File: config.mk
export PLATFORM = sky130hd
export DESIGN_NAME = igp_gate_protect
export DESIGN_NICKNAME = d
export VERILOG_FILES = /design/src/shared/igp_pkg.sv /design/src/igp_gate_protect.sv /design/src/igp_fault_timer.sv
export SDC_FILE = /design/constraint.sdc
export NUM_CORES = 1
export LEC_CHECK = 0
export BUFFER_PORTS_ARGS = -buffer_cell sky130_fd_sc_hd__buf_2
export CAP_MARGIN = 0
export CORE_MARGIN = 8
export CORE_UTILIZATION = 48
export CTS_CLUSTER_SIZE = 10
export DETAILED_ROUTE_END_ITERATION = 6
export HOLD_SLACK_MARGIN = 0.06
export PLACE_DENSITY = 0.69
export SKIP_LAST_GASP = 1
export SYNTH_ARGS = -nofsm -noshare
export SYNTH_HDL_FRONTEND = slang
export SYNTH_SLANG_ARGS = --single-unit
File: constraint.sdc
create_clock -name core_clk -period 4.1 [get_ports core_clk]
set_clock_uncertainty 0.1 [all_clocks]
set_input_delay 0.41 -clock core_clk [delete_from_list [all_inputs] [get_ports core_clk]]
set_output_delay 0.41 -clock core_clk [all_outputs]
set_load 0.03 [all_outputs]
File: src/shared/igp_pkg.sv
package igp_pkg;

  localparam int  CLK_FREQ_HZ         = 125_000_000;
  // Fault pulse width, shortest and typical, in microseconds.
  localparam int  FAULT_PULSE_MIN_US  = 1000;
  localparam int  FAULT_PULSE_TYP_US  = 1800;
  localparam int  FAULT_PULSE_MIN_CYC = (FAULT_PULSE_MIN_US * (CLK_FREQ_HZ / 1_000_000));
  localparam int  FAULT_PULSE_TYP_CYC = (FAULT_PULSE_TYP_US * (CLK_FREQ_HZ / 1_000_000));
  // Leg blanking time the host must keep, in nanoseconds.
  localparam int  LEG_BLANKING_NS     = 2000;
  localparam int  LEG_BLANKING_CYC    = (LEG_BLANKING_NS * (CLK_FREQ_HZ / 1_000_000) + 999) / 1000;
  localparam int  PHASES              = 3;
  localparam logic [2:0] GATE_RESET   = 3'h0;

  // Per-phase drive or gate triple, u in bit 0.
  typedef struct packed {
    logic [2:0] high;
    logic [2:0] low;
  } igp_gate_s;

  typedef enum logic [1:0] {
    IGP_ST_IDLE  = 2'b00,
    IGP_ST_PULSE = 2'b01
  } igp_fault_e;

endpackage

File: src/igp_gate_protect.sv
`timescale 1ns/10ps
module igp_gate_protect #(
  parameter int CNT_W = 24
) (
  input  wire logic              core_clk,
  input  wire logic              reset,
  input  wire logic              drive_in_u_low,
  input  wire logic              drive_in_v_low,
  input  wire logic              drive_in_w_low,
  input  wire logic              drive_in_u_high,
  input  wire logic              drive_in_v_high,
  input  wire logic              drive_in_w_high,
  input  wire logic              ctrl_supply_low_trip,
  input  wire logic [2:0]        boot_supply_low_trip,
  input  wire logic              overcurrent_trip,
  input  wire logic [CNT_W-1:0]  fault_pulse_len_cfg,
  output igp_pkg::igp_gate_s     gate,
  output logic                   fault_out_n_o,
  output logic                   fault_out_n_oe
);

  localparam int NS = 11;
  logic [NS-1:0]       raw;
  logic [NS-1:0]       sync1;
  logic [NS-1:0]       sync2;
  igp_pkg::igp_gate_s  din;
  igp_pkg::igp_gate_s  din_q;
  logic                ctrl_uv;
  logic [2:0]          boot_uv;
  logic                oc;
  logic                ctrl_uv_q;
  logic [2:0]          armed_low;
  logic [2:0]          armed_high;
  logic                fault_active;
  igp_pkg::igp_gate_s  next_gate;

  assign raw = {overcurrent_trip, boot_supply_low_trip, ctrl_supply_low_trip,
                drive_in_w_high, drive_in_v_high, drive_in_u_high,
                drive_in_w_low, drive_in_v_low, drive_in_u_low};

  // Pins come from outside the clock domain and are synchronised.
  always_ff @(posedge core_clk or posedge reset) begin
    if (reset) begin
      sync1 <= '0;
      sync2 <= '0;
    end else begin
      sync1 <= raw;
      sync2 <= sync1;
    end
  end

  assign din.low  = sync2[2:0];
  assign din.high = sync2[5:3];
  assign ctrl_uv  = sync2[6];
  assign boot_uv  = sync2[9:7];
  assign oc       = sync2[10];

  always_ff @(posedge core_clk or posedge reset) begin
    if (reset) begin
      din_q     <= '0;
      ctrl_uv_q <= 1'b1;
    end else begin
      din_q     <= din;
      ctrl_uv_q <= ctrl_uv;
    end
  end

  // Arming: cleared under undervoltage, set by a fresh rising input.
  always_ff @(posedge core_clk or posedge reset) begin
    if (reset) begin
      armed_low  <= igp_pkg::GATE_RESET;
      armed_high <= igp_pkg::GATE_RESET;
    end else begin
      for (int i = 0; i < igp_pkg::PHASES; i++) begin
        if (ctrl_uv) begin
          armed_low[i]  <= 1'b0;
          armed_high[i] <= 1'b0;
        end else if (din.low[i] && !din_q.low[i]) begin
          armed_low[i]  <= 1'b1;
        end
        if (!ctrl_uv) begin
          if (boot_uv[i]) begin
            armed_high[i] <= 1'b0;
          end else if (din.high[i] && !din_q.high[i]) begin
            armed_high[i] <= 1'b1;
          end
        end
      end
    end
  end

  igp_fault_timer #(
    .W (CNT_W)
  ) u_timer (
    .core_clk (core_clk),
    .reset    (reset),
    .start    ((ctrl_uv && !ctrl_uv_q) || oc),
    .len_cfg  (fault_pulse_len_cfg),
    .active   (fault_active)
  );

  always_comb begin
    for (int i = 0; i < igp_pkg::PHASES; i++) begin
      // Low side blocked by supply, overcurrent and fault pulse.
      next_gate.low[i]  = din.low[i] && armed_low[i] && !ctrl_uv && !oc
                          && !fault_active;
      next_gate.high[i] = din.high[i] && armed_high[i] && !boot_uv[i]
                          && !ctrl_uv;
    end
  end

  always_ff @(posedge core_clk or posedge reset) begin
    if (reset) begin
      gate <= '0;
    end else begin
      gate <= next_gate;
    end
  end

  assign fault_out_n_o  = 1'b0;
  assign fault_out_n_oe = fault_active;

  a_uv_low_off: assert property (@(posedge core_clk) disable iff (reset)
    ctrl_uv |=> (gate.low == 3'h0))
    else $error("low gate on during supply undervoltage");
  a_uv_fault: assert property (@(posedge core_clk) disable iff (reset)
    (ctrl_uv && !ctrl_uv_q) |=> fault_out_n_oe)
    else $error("no fault pulse on undervoltage");
  a_oc_gate_off: assert property (@(posedge core_clk) disable iff (reset)
    oc |=> (gate.low == 3'h0))
    else $error("low gate on after overcurrent");
  a_oc_fault: assert property (@(posedge core_clk) disable iff (reset)
    oc |=> fault_out_n_oe)
    else $error("no fault pulse on overcurrent");
  a_pulse_blocks: assert property (@(posedge core_clk) disable iff (reset)
    fault_active |=> (gate.low == 3'h0))
    else $error("low gate on during fault pulse");
  a_boot_no_fault: assert property (@(posedge core_clk) disable iff (reset)
    ($rose(boot_uv[0]) && !ctrl_uv && !oc && !fault_active) |=> !fault_out_n_oe)
    else $error("fault raised by bootstrap undervoltage");
  a_boot_high_off: assert property (@(posedge core_clk) disable iff (reset)
    boot_uv[0] |=> !gate.high[0])
    else $error("high gate on during bootstrap undervoltage");
  a_rearm_edge: assert property (@(posedge core_clk) disable iff (reset)
    ($fell(ctrl_uv) && din.low[0]) |=> !gate.low[0])
    else $error("gate on without a fresh input");
  a_follow_in: assert property (@(posedge core_clk) disable iff (reset)
    (armed_high[1] && !boot_uv[1] && !ctrl_uv) |=> (gate.high[1] == $past(din.high[1])))
    else $error("high gate does not follow input");
  a_fault_drive: assert property (@(posedge core_clk) disable iff (reset)
    fault_out_n_oe |-> !fault_out_n_o)
    else $error("fault output not driven low");

  c_oc_trip: cover property (@(posedge core_clk) disable iff (reset) oc ##1 fault_active);
  c_uv_cycle: cover property (@(posedge core_clk) disable iff (reset)
    $fell(ctrl_uv) ##[1:50] gate.low[0]);
  c_pulse_end: cover property (@(posedge core_clk) disable iff (reset) $fell(fault_active));
  c_boot_recover: cover property (@(posedge core_clk) disable iff (reset)
    $fell(boot_uv[2]) ##[1:50] gate.high[2]);

endmodule

File: src/igp_fault_timer.sv
`timescale 1ns/10ps
module igp_fault_timer #(
  parameter int W = 24
) (
  input  wire logic         core_clk,
  input  wire logic         reset,
  input  wire logic         start,
  input  wire logic [W-1:0] len_cfg,
  output logic              active
);

  igp_pkg::igp_fault_e state;
  logic [W-1:0]        count;

  // A start restarts the count, so the pulse covers the latest trigger.
  always_ff @(posedge core_clk or posedge reset) begin
    if (reset) begin
      state <= igp_pkg::IGP_ST_IDLE;
      count <= '0;
    end else begin
      case (state)
        igp_pkg::IGP_ST_IDLE: begin
          if (start) begin
            state <= igp_pkg::IGP_ST_PULSE;
            count <= len_cfg;
          end
        end
        igp_pkg::IGP_ST_PULSE: begin
          if (start) begin
            count <= len_cfg;
          end else if (count <= W'(1)) begin
            state <= igp_pkg::IGP_ST_IDLE;
            count <= '0;
          end else begin
            count <= count - W'(1);
          end
        end
        default: begin
          state <= igp_pkg::IGP_ST_IDLE;
          count <= '0;
        end
      endcase
    end
  end

  assign active = (state == igp_pkg::IGP_ST_PULSE);

endmodule

-- After elaboration in Yosys (flattened, before gate mapping)
Index checks and enable logic that the tools add are counted.
- register bits: 67
- word-level logic and storage cells: 92
- input bits: 37
- output and inout port bits: 8
- reductions and logical operators: 47
- multiplexer cells: 26
- magnitude comparators: 1
- $add $sub $neg: 1
- equal/unequal tests: 4
- operators by type and width (operator ; number):
    2-to-1 mux 24 bit ; 3
    one-hot mux 24 bit (2 select lines) ; 1
    logical AND 1 bit ; 28
    less-or-equal comparator 24 x 1 -> 1 bit, second input constant ; 1
    subtractor 24 x 1 -> 24 bit, second input constant ; 1
    2-to-1 mux 1 bit ; 18
    logical NOT 1 bit ; 13
    2-to-1 mux 2 bit ; 3
    nonzero test 2 bit ; 3
    != test 2 x 1 -> 1 bit, second input constant ; 2
    one-hot mux 2 bit (2 select lines) ; 1
    AND reduction 3 bit ; 1
    == test 2 x 1 -> 1 bit, second input constant ; 1
    logical NOT 2 bit ; 1
    != test 2 bit, second input constant ; 1
    logical OR 1 bit ; 1

-- Logic depth before layout (Yosys ltp)
Gate-level depths: netlist (run 1).
- depth after elaboration: 5
- gate-level depth with buffers: 7
- depth with buffers taken out: 7

-- By module
A second synthesis (run 1) with hierarchy kept.
- cell total of the unflattened synthesis: 267
- area, all modules: 2935.3 um^2
- modules (own cells, without submodules) (module ; cells an instance ; times used ; area each (um^2) ; seq. area each (um^2)):
    igp_fault_timer ; 195 ; 1 ; 1717.9 ; 625.6
    igp_gate_protect ; 72 ; 1 ; 1217.4 ; 1027.2

-- Worst setup path after synthesis (run 1)
OpenSTA, ideal clock, no wires.
- path kind: register -> register
- from: reg u_timer.count[0]
- to: reg u_timer.count[22]
- path buffers: 0
- cell stages (with the launch flop): 8
- arrival time: 2.034 ns
- slack: 1.884 ns
- data required time: 3.918 ns
- clock period less this slack: 2.216 ns
- setup time: 0.082 ns
- cells stage by stage: dfrtp_1 inv_1 ha_1 nor3b_2 nand2_2 or3_1 or4_1 a31oi_1
- longest elaborated chain between the ends: 4
- elaborated cells on any way between the ends: 5
- classes of those cells: add/sub (1); order compare (1); mux (3)
- RTL lines (what ; line ; source):
    from (decl) ; igp_fault_timer.sv:13 ; logic [W-1:0] count;
    from (signal assigned) ; igp_fault_timer.sv:25 ; count <= len_cfg;
    from (signal assigned) ; igp_fault_timer.sv:30 ; count <= len_cfg;
    from (signal assigned) ; igp_fault_timer.sv:35 ; count <= count - W'(1);
    subtractor 24 x 1 -> 24 bit or less-or-equal comparator 24 x 1 -> 1 bit (tied branches) ; igp_fault_timer.sv:35, igp_fault_timer.sv:31 ;
    2-to-1 mux 24 bit (*) ; igp_fault_timer.sv:31 ; end else if (count <= W'(1)) begin
    2-to-1 mux 24 bit (*) ; igp_fault_timer.sv:29 ; if (start) begin
    one-hot mux 24 bit (2 select lines) (*) ; igp_fault_timer.sv:21 ; case (state)
Mark *: on every way between the ends. The rest lies on a longest branch, timed or not.
A chain may end at the register's enable or synchronous reset.

-- Worst setup path after layout (run 1)
- from: reg u_timer.count[10]
- to: reg u_timer.count[11]
The elaborated chain is that of the path after synthesis.

==> reports/metrics.cfg, run 1 <==
[outcome]
status = finished, final reports clean

[timing]
finalSetupViolations = 0
max_slew_margin = 0.2918
tns_ps = 0
max_freq_mhz = 382.0
hold_viol = 0
period_share = 0.6385
finalMaxSlewViolations = 0
worst_slew_pin_slew_ps = 1062
period_minus_slack_ps = 2618
rsz0062_at_grt = false

[routing]
drcViolationCount = 0
wirelength_um = 6449
initialDrtViolationCount = 204
drtPass1Iterations = 4
via_per_inst = 5.512
routedWlPerCell_um = 15.96
vias = 2227
postRouteAntennaNets = 0

[floorplanning]
die_w_um = 93.14
dieArea_um2 = 8675
start_util = 0.4882
die_y_um = 93.14
core-area_um2 = 5851
num_rows = 28
pin_count = 45

[cells_and_area]
final_cell_mix = dfrtp_1, buf_2, nand2_1, nor2_1, a21oi_1
layout_commonest_cell = dfrtp_1
final_cell_area_um2 = 3385
layout-drive-gt1-share = 0.2219
area_growth_pct = 18.48
diodes = 0
fin_nets = 363

[place]
placed_area_um2 = 3128
place.gp.congestion = 0.8492
hpwl_um = 4357
numPortBuffers = 43

[logic_synthesis]
syn_inst = 271
ys_seq_area_frac = 0.5786
synth_nets = 310
syn-cell-area_um2 = 2856
ys.flop_type = dfrtp_1
synth.avg_cell_area_um2 = 10.54
synth_cell_type_count = 49
async_flop_share = 1.000
yosysWarnings = 0
synth-edff-count = 0
synth-seq-cells = 66

[pwr]
p_sw_frac = 0.2839
p_switching_w = 0.0003859
ir_drop_mv = 0.2558
power_leakage_nw = 1.492
p_clk_frac = 0.362
finalPower_w = 0.001359
p_int_w = 0.0009735
seqPwrFrac = 0.542
pwr-share-comb = 0.096
power_density_nw_per_um2 = 401.6

[critical_path]
cp_max_fo = 17
crit_start = u_timer.count[10]
worstPathArrival_ps = 2760
worstSetupEndpointType = register
r2r_start = u_timer.count[10]
worst_setup_path_start_kind = register
crit_required_ps = 4240
path_class = register to register

[clocking]
cts.clk_slew.worst_paths_ps = 80
cts_buffers = 9
clk_latency_ps = 340
cts-root-buf = clkbuf_8
cts_setup_buffers = 0
clock_sinks = 66
cts_tree = yes
cts_resized = 0
htreeDepth = 3
clock_path_buffers = 2

[grt]
grt.met1_usage = 0.2198
grt_antenna_before_repair = 0
grt_max_degree = 41
grt_overflow = 0
grt_pass1_wl_um = 10720
grt_usage = 0.1571
use_met3 = 0.03285
grtUsageMet2 = 0.2201
grt.busiest_layer = met2
grt_pass1_vias = 2131

[worst_hold_path]
worstHoldPathType = primary input to register
holdCritStartpoint = ctrl_supply_low_trip

[run]
maxCapViolations = 0

kinds of logic after synthesis:
| group | after synthesis | share of synthesized area |
|---|---|---|
| simple gates | 106 | 0.2019 |
| compound gates | 70 | 0.1638 |
| flops | 66 | 0.5786 |
| buf+inv | 23 | 0.03548 |
| fa+ha+maj | 2 | 0.008759 |
| mux | 2 | 0.007009 |
| other cells | 1 | 0.001313 |
| xor+xnor | 1 | 0.003067 |
registers in the layout, summed over array words and instances, names as in the netlist:
register	cells
armed_high	3
sync1	11
ctrl_uv_q	1
u_timer.count	24
gate	6
armed_low	3
u_timer.state	1
din_q	6
sync2	11
worst max-delay path: stages, from the launching register on:
cell       delay, ps
dfrtp_1          420
nor4_4           520
o2111ai_1        290
nor4_4           760
o21ai_1          160
a31o_1           250
per-layer routing:
layer	vias to the layer above	wire length [µm]	share of wire
li1	1082	-	-
met1	1068	3113	0.48
met2	67	2839	0.44
met3	10	350	0.054
met4	0	145	0.022
met5	-	0	0
power by group through the flow:
| stage | Combinational, W | Sequential [W] | Clock [W] |
|---|---|---|---|
| 6_report | 0.000131 | 0.000737 | 0.000492 |
| 5_1_grt | 0.000148 | 0.000744 | 0.000532 |
| 4_1_cts | 0.000131 | 0.000736 | 0.000501 |
| 3_5_place_dp | 0.000125 | 0.000748 | 0 |
| 3_3_place_gp | 0.000124 | 0.000746 | 0 |
| 2_1_floorplan | 0.0000884 | 0.000737 | 0 |
Yosys cell counts, types with 5 or more instances:
| cell type | n | area, µm² |
|---|---|---|
| nor4_1 | 5 | 31.28 |
| clkbuf_1 | 9 | 33.78 |
| nand2_1 | 29 | 108.9 |
| dfrtp_1 | 65 | 1627 |
| a31o_1 | 5 | 43.79 |
| a21oi_1 | 18 | 90.09 |
| and3_1 | 5 | 31.28 |
| nor2_1 | 22 | 82.58 |
| nor3_1 | 16 | 80.08 |
| or3_1 | 8 | 50.05 |
| o21ai_0 | 6 | 30.03 |
| o21ai_1 | 9 | 45.04 |
| inv_1 | 11 | 41.29 |
layout make-up:
| type | instances | area (µm²) |
|---|---|---|
| inverters | 11 | 41.29 |
| clock buffers | 9 | 123.9 |
| fillers | 508 | 2466 |
| flip-flops and latches | 66 | 1653 |
| multi-input cells | 182 | 1102 |
| well taps | 75 | 93.84 |
| clock inverters | 7 | 52.55 |
| repair buffers | 54 | 317.8 |
what timing repair did:
item / 4_1_cts / 5_1_grt
hold buffers: 7 / 1
endpoints found under the hold margin: 32 / 1
endpoints found under the setup margin: 0 / 0
path summary, 6_finish.rpt:
path | slack (ps) | cells past startpoint | to
setup / recovery | 1480 | 5 | u_timer.count[11]
hold / removal | 80 | 1 | sync1[6]
setup reg to reg | 1480 | 5 | u_timer.count[11]
hold reg to reg | 250 | 0 | sync2[0]
max in group asynchronous | 2400 | 4 | ctrl_uv_q
min in group asynchronous | 580 | 3 | u_timer.count[17]
stage by stage:
step	setup slack [ps]	util	cells	hold slack (ps)
floorplan	1884	-	271	231.2
global placement	1536	0.5346	380	231.4
detailed placement	1516	0.5346	380	234.7
CTS	1490	0.5768	403	61.08
global route	1191	0.5785	404	62.88
finish	1482	0.5785	404	75.72
(Power assumes the default switching activity.)
==> inputs of run 2 (changes only) <==
--- a/config.mk
+++ b/config.mk
@@ -5,6 +5,7 @@
 export SDC_FILE = /design/constraint.sdc
 export NUM_CORES = 1
 export LEC_CHECK = 0
+export ABC_AREA = 1
 export BUFFER_PORTS_ARGS = -buffer_cell sky130_fd_sc_hd__buf_2
 export CAP_MARGIN = 0
 export CORE_MARGIN = 8
==> constraint.sdc (replaced) <==
create_clock -name core_clk -period 2.6 [get_ports core_clk]
set_clock_uncertainty 0.1 [all_clocks]
set_input_delay 0.26 -clock core_clk [delete_from_list [all_inputs] [get_ports core_clk]]
set_output_delay 0.26 -clock core_clk [all_outputs]
set_load 0.03 [all_outputs]
==> run 2 against run 1 <==
  * Clock power up 84%
  * Synthesized area up 7.8%
  * First-iteration DRC count down 42%
  * Wire length about the same
  * Via count up 4.2%
  * Setup slack worse by 600 ps
  * Count of clock-buffer cells in the layout up 4
  * Sequential cell count unchanged
  * Combinational power rose to 2.6 times the previous value
==> reports/metrics.cfg, run 2 <==
[outcome]
status = finished, final reports clean

[pwr]
ir_drop_mv = 0.4132  ; +62%
finalPower_w = 0.002414  ; +78%
p_sw_frac = 0.2695  ; -0.01436
power_leakage_nw = 1.817  ; +22%
seqPwrFrac = 0.486  ; -0.056
p_int_w = 0.001763  ; +81%
p_clk_frac = 0.375  ; +0.013
power_density_nw_per_um2 = 657.9  ; +64%
p_switching_w = 0.0006505  ; +69%
pwr-share-comb = 0.139  ; +0.043

[routing]
initialDrtViolationCount = 119  ; -42%
vias = 2321  ; +4.2%
routedWlPerCell_um = 13.39  ; -16%
postRouteAntennaNets = 0  ; unchanged
drcViolationCount = 0  ; unchanged
drtPass1Iterations = 4  ; unchanged
via_per_inst = 4.815  ; -13%
wirelength_um = 6455  ; about the same

[floorplanning]
die_y_um = 96.08  ; +3.2%
start_util = 0.4903  ; +0.002095
dieArea_um2 = 9230  ; +6.4%
num_rows = 29  ; +3.6%
core-area_um2 = 6277  ; +7.3%
die_w_um = 96.08  ; +3.2%
pin_count = 45  ; unchanged

[timing]
max_freq_mhz = 582.6  ; +53%
max_slew_margin = 0.5374  ; +0.2456
worst_slew_pin_slew_ps = 692.9  ; -369.3 ps
tns_ps = 0  ; unchanged
whs_ps = 97.66  ; +21.94 ps
finalSetupViolations = 0  ; unchanged
hold_viol = 0  ; unchanged
finalMaxSlewViolations = 0  ; unchanged
rsz0062_at_grt = false
period_share = 0.6602  ; +0.02169
period_minus_slack_ps = 1717  ; -901.4 ps

[place]
hpwl_um = 4415  ; +1.3%
place.gp.congestion = 0.8090  ; -4.7%
dpl.cell_count = 454  ; +19%
numPortBuffers = 43  ; unchanged

[critical_path]
worstSetupEndpointType = register
cp_num_cells = 7  ; +2
r2r_cells = 7  ; +2
slowest_stage = dfrtp_1
regToRegEndpoint = u_timer.count[15]
crit_chain = inv_1, ha_1, o21ai_0, nor2_1, nand3_2, nand3_4, o21bai_1
cp_num_buf_inv = 1  ; +1
crit_required_ps = 2770  ; -1470 ps
crit_end = u_timer.count[15]
reg2reg_slack_ps = 880  ; -600 ps
crit_family = simple AND/OR/NAND/NOR gates
path_class = register to register
worst_setup_path_start_kind = register
crit_start = u_timer.count[0]
worstPathArrival_ps = 1880  ; -880 ps
r2r_start = u_timer.count[0]
slowest_delay_ps = 370  ; -390 ps
cp_max_fo = 24  ; +7

[cells_and_area]
largest_register = u_timer.count
area_growth_pct = 19.19
final-seq-area_um2 = 1653  ; unchanged
stdcell_count = 482  ; +19%
layout-drive-gt1-share = 0.1975  ; -0.02435
reg.largest.list = u_timer.count x24, sync1 x11, sync2 x11
fin_nets = 439  ; +21%
layout_commonest_cell = nand2_1
multi_input_area_um2 = 1220  ; +11%
largest_register_ffs = 24  ; unchanged
final_cell_mix = nand2_1, dfrtp_1, nor2_1, buf_2, inv_1
utilization = 0.5844  ; +0.005927
n_fill_cell = 578  ; +14%
diodes = 0  ; unchanged

[logic_synthesis]
synth_cell_type_count = 28  ; -43%
synth.avg_cell_area_um2 = 9.026  ; -14%
yosysTopAreaCell = dfrtp_1
synthTopCellsByArea = dfrtp_1, nand2_1, nor2_1
async_flop_share = 1.000  ; unchanged
synthTopCellsByCount = nand2_1, dfrtp_1, nor2_1, inv_1, o21bai_1
yosysWarnings = 0  ; unchanged
synth_most_common_cell = nand2_1
ys_seq_area_frac = 0.5370  ; -0.04163
synth-edff-count = 0  ; unchanged
synth-seq-cells = 66  ; unchanged
syn_inst = 341  ; +26%
yosysTopAreaCellShare = 0.5285  ; -0.04097
synth_nets = 380  ; +23%
ys.flop_type = dfrtp_1
syn-cell-area_um2 = 3078  ; +7.8%

[grt]
grt_antenna_before_repair = 0  ; unchanged
grt_max_degree = 35  ; -15%
grt_usage = 0.1588  ; +0.001692
grt_overflow = 0  ; unchanged
grt_pass1_wl_um = 11230  ; +4.8%
grt_pass1_vias = 2481  ; +16%

[clocking]
cts-root-buf = clkbuf_8
cts_buffers = 9  ; unchanged
clock_path_buffers = 2  ; unchanged
cts_setup_buffers = 0  ; unchanged
htreeDepth = 3  ; unchanged
clk_latency_ps = 350  ; about the same
cts_tree = yes
cts.clk_slew.worst_paths_ps = 80  ; about the same
cts_resized = 0  ; unchanged
clock_sinks = 66  ; unchanged

[run]
maxCapViolations = 0  ; unchanged

[worst_hold_path]
worstHoldPathType = primary input to register

==> run 2: cell count changes after synthesis, sizes merged, moves of 6 or more <==
cell	previous run	this run
nand2	31	85
nor2	22	56
o21bai	0	23
inv	11	33
nand3	4	24
nor3	16	0
a21oi	18	3
xor2	1	14
clkbuf	9	0
nor4	9	0
or3	8	0
nand4	1	7
==> run 2: cells by family (layout without fill, tap and decap cells) <==
kind of cell    Yosys count  count (layout)  share of synthesized area
compound gates           40              40                    0.08374
xor+xnor                 15              15                    0.04268
fa+ha+maj                 2               2                   0.008129
buf+inv                  41             105                    0.06666
other cells               1               1                   0.001218
simple gates            176             176                     0.2606
flops                    66              66                     0.5370
==> run 2: worst min path at each step <==
stage | from | endpoint | depth (start not counted)
final | fault_pulse_len_cfg[2] | u_timer.count[2] | 4
after global routing | fault_pulse_len_cfg[13] | u_timer.count[13] | 4
after CTS | fault_pulse_len_cfg[2] | u_timer.count[2] | 4
after detailed placement | sync1[8] | sync2[8] | 0
after global placement | sync1[3] | sync2[3] | 0
after floorplan | drive_in_u_low | sync1[0] | 0
==> run 2: layout make-up <==
type	instances	share of cell area
tap	77	0.02626
multi-input combinational	234	0.3325
inverter	33	0.03513
clock buffer	13	0.04604
sequential	66	0.4505
clock inverter	3	0.01262
timing repair buffer	56	0.09686
==> run 2: worst reg2reg max path, delay by kind of cell (launching register included) <==
family / cells / cell delay [ps]
DFF: 1 / 370
adders and majority gates: 1 / 250
and+or+nand+nor: 3 / 410
AOI/OAI and AO/OA: 2 / 410
buffers and inverters: 1 / 90
==> run 2: through the flow <==
step | setup WS (ps) | instance area, µm²
2_1_floorplan | 586.8 | 3078
3_3_place_gp | 969.1 | 3333
3_5_place_dp | 880.7 | 3333
4_1_cts | 861.0 | 3669
5_1_grt | 698.8 | 3669
6_report | 883.4 | 3669
==> run 2: layer usage <==
metal	routed length (µm)	share of wire	global-route usage
met5	0	0	0
met3	370	0.057	0.04212
met1	2949	0.46	0.1923
met2	3022	0.47	0.2599
met4	113	0.018	0.07042
==> run 2: power by group through the flow <==
stage          clock network (W)  logic, W  registers (W)
4_1_cts                 0.000921  0.000340        0.00117
2_1_floorplan                  0  0.000255        0.00117
3_5_place_dp                   0  0.000325        0.00119
3_3_place_gp                   0  0.000315        0.00119
5_1_grt                 0.000961  0.000388        0.00119
6_report                0.000904  0.000336        0.00117
==> run 2: what timing repair did <==
item,4_1_cts,5_1_grt
hold buffers,12,0
setup endpoints to repair,0,0
endpoints found under the hold margin,44,0
==> inputs of run 3 (changes only) <==
==> constraint.sdc (replaced) <==
create_clock -name core_clk -period 1.65 [get_ports core_clk]
set_clock_uncertainty 0.1 [all_clocks]
set_input_delay 0.165 -clock core_clk [delete_from_list [all_inputs] [get_ports core_clk]]
set_output_delay 0.165 -clock core_clk [all_outputs]
set_load 0.03 [all_outputs]
==> run 3 against run 2 <==
  * Global-route usage up 1.2 points
  * Critical endpoint is now u_timer.count[20]
  * Sequential share of layout area fell by 4.5 points
  * Critical path type unchanged
  * Cell count up 7.3%
  * Sequential power grew 59%
  * First-iteration DRC count shrank 2.5%
==> reports/metrics.cfg, run 3 (synthesis gave the netlist of run 2 again) <==
[floorplanning]
num_rows = 29  ; unchanged
start_util = 0.4903  ; unchanged
pin_count = 45  ; unchanged
dieArea_um2 = 9230  ; unchanged
core-area_um2 = 6277  ; unchanged
die_y_um = 96.08  ; unchanged
die_w_um = 96.08  ; unchanged

[cells_and_area]
diodes = 0  ; unchanged
layout-drive-gt1-share = 0.2455  ; +0.04792
fin_nets = 474  ; +8.0%
utilization = 0.6496  ; +0.06518
layout_commonest_cell = nand2_1
largest_register_ffs = 24  ; unchanged
reg.largest.list = u_timer.count x24, sync1 x11, sync2 x11
n_fill_cell = 526  ; -9.0%
largest_register = u_timer.count
area_growth_pct = 32.48
final_cell_mix = nand2_1, dfrtp_1, buf_2, nor2_1, dlygate4sd3_1

[timing]
max_freq_mhz = 620.2  ; +6.5%
rsz0062_at_grt = true
period_share = 0.9772  ; +0.3170
whs_ps = 243.1  ; +145.4 ps
period_minus_slack_ps = 1612  ; -104.2 ps
finalMaxSlewViolations = 0  ; unchanged
hold_viol = 0  ; unchanged
finalSetupViolations = 0  ; unchanged

[place]
place.gp.congestion = 0.8547  ; +5.6%
hpwl_um = 4535  ; +2.7%
numPortBuffers = 43  ; unchanged

[grt]
grt_antenna_before_repair = 0  ; unchanged
grt_overflow = 0  ; unchanged
grt_pass1_wl_um = 12140  ; +8.2%
grt_usage = 0.1711  ; +0.01225
grt_max_degree = 27  ; -23%
grt_pass1_vias = 2560  ; +3.2%

[clocking]
clk_latency_ps = 340  ; about the same
cts.clk_slew.worst_paths_ps = 80  ; about the same
cts_tree = yes
clock_sinks = 66  ; unchanged
cts-root-buf = clkbuf_8
htreeDepth = 3  ; unchanged
clock_path_buffers = 2  ; unchanged
cts_buffers = 9  ; unchanged

[critical_path]
slowest_delay_ps = 410  ; +40 ps
cp_num_buf_inv = 2  ; +1
crit_family = simple AND/OR/NAND/NOR gates
worstPathArrival_ps = 1750  ; -130 ps
worst_setup_path_start_kind = register
slowest_stage = dfrtp_1
crit_chain = inv_2, ha_4, o21ai_1, nor2_2, nand3_4, nand3_4, inv_2, nand2_1, nand2_1
cp_max_fo = 6  ; -75%
worstSetupEndpointType = register
path_class = register to register
crit_required_ps = 1790  ; -980 ps

[pwr]
power_leakage_nw = 1.976  ; +8.8%
power_density_nw_per_um2 = 965.0  ; +47%
ir_drop_mv = 0.5773  ; +40%

[outcome]
status = finished, final reports clean

[routing]
wirelength_um = 7111  ; +10%
routedWlPerCell_um = 13.75  ; +2.7%
drcViolationCount = 0  ; unchanged
vias = 2529  ; +9.0%
via_per_inst = 4.892  ; +1.6%
drtPass1Iterations = 4  ; unchanged
initialDrtViolationCount = 116  ; -2.5%
postRouteAntennaNets = 0  ; unchanged

[worst_hold_path]
worstHoldPathType = register to register

[run]
maxCapViolations = 0  ; unchanged

-- run 3: cell types whose count changed in the layout (fill, tap and decap cells not counted), sizes merged --
cell / previous run / this run
buf: 44 / 52
clkinv: 1 / 2
inv: 33 / 32
nand3: 24 / 27
clkbuf: 13 / 11
dlygate4sd3: 12 / 36
clkinvlp: 1 / 3
-- run 3: what timing repair did --
action                     CTS  global route
pin swaps                    0             7
cloned                       1             2
setup endpoints to repair   24            24
gates resized for setup      3            20
hold endpoints to repair    75             0
buffers inserted             0             2
hold buffers                36             0
-- run 3: worst paths after layout --
| kind | startpoint | end | slack [ps] | depth (start not counted) |
|---|---|---|---|---|
| worst max-delay path | u_timer.count[1] | u_timer.count[20] | 40 | 9 |
| worst min-delay path | sync1[8] | sync2[8] | 240 | 0 |
| worst max register to register | u_timer.count[1] | u_timer.count[20] | 40 | 9 |
| worst min register to register | sync1[8] | sync2[8] | 240 | 0 |
| max in group asynchronous | reset | u_timer.state[0] | 520 | 4 |
| min in group asynchronous | reset | sync1[0] | 260 | 3 |
-- run 3: stage by stage --
step | setup slack, ps | cell area (µm²) | power [W] | TNS [ps] | instances
3_5_place_dp | -78.76 | 3382 | 0.002411 | -742.3 | 460
2_1_floorplan | 171.0 | 3082 | 0.002252 | 0 | 341
6_report | 37.66 | 4078 | 0.003935 | 0 | 517
4_1_cts | 0.2488 | 3986 | 0.003921 | 0 | 513
3_3_place_gp | 51.26 | 3382 | 0.002389 | 0 | 460
5_1_grt | -97.86 | 4078 | 0.004133 | -635.7 | 517
-- run 3: final cells by class --
type	count	area (µm²)	area share
clock inverters	5	62.56	0.01534
flip-flops and latches	66	1654	0.4056
inverters	33	132.6	0.03253
multi-input cells	237	1325	0.3249
repair buffers	88	655.6	0.1608
clock buffers	11	151.4	0.03713
well taps	77	96.34	0.02363
-- run 3: power breakdown --
| part | switching [W] | leakage (nW) | internal [W] |
|---|---|---|---|
| Combinational | 0.000363 | 1.07 | 0.000293 |
| Clock | 0.000637 | 0.102 | 0.000785 |
| Sequential | 0.000118 | 0.799 | 0.00174 |
| Total | 0.00112 | 1.98 | 0.00282 |
-- run 3: routing by layer --
layer  vias up  GRT usage  wire length, µm
li1       1274          -                -
met1      1179     0.2270             3096
met2        64     0.2696             3398
met3        12    0.03042              461
met4         0    0.07170              155
met5         -          0                0
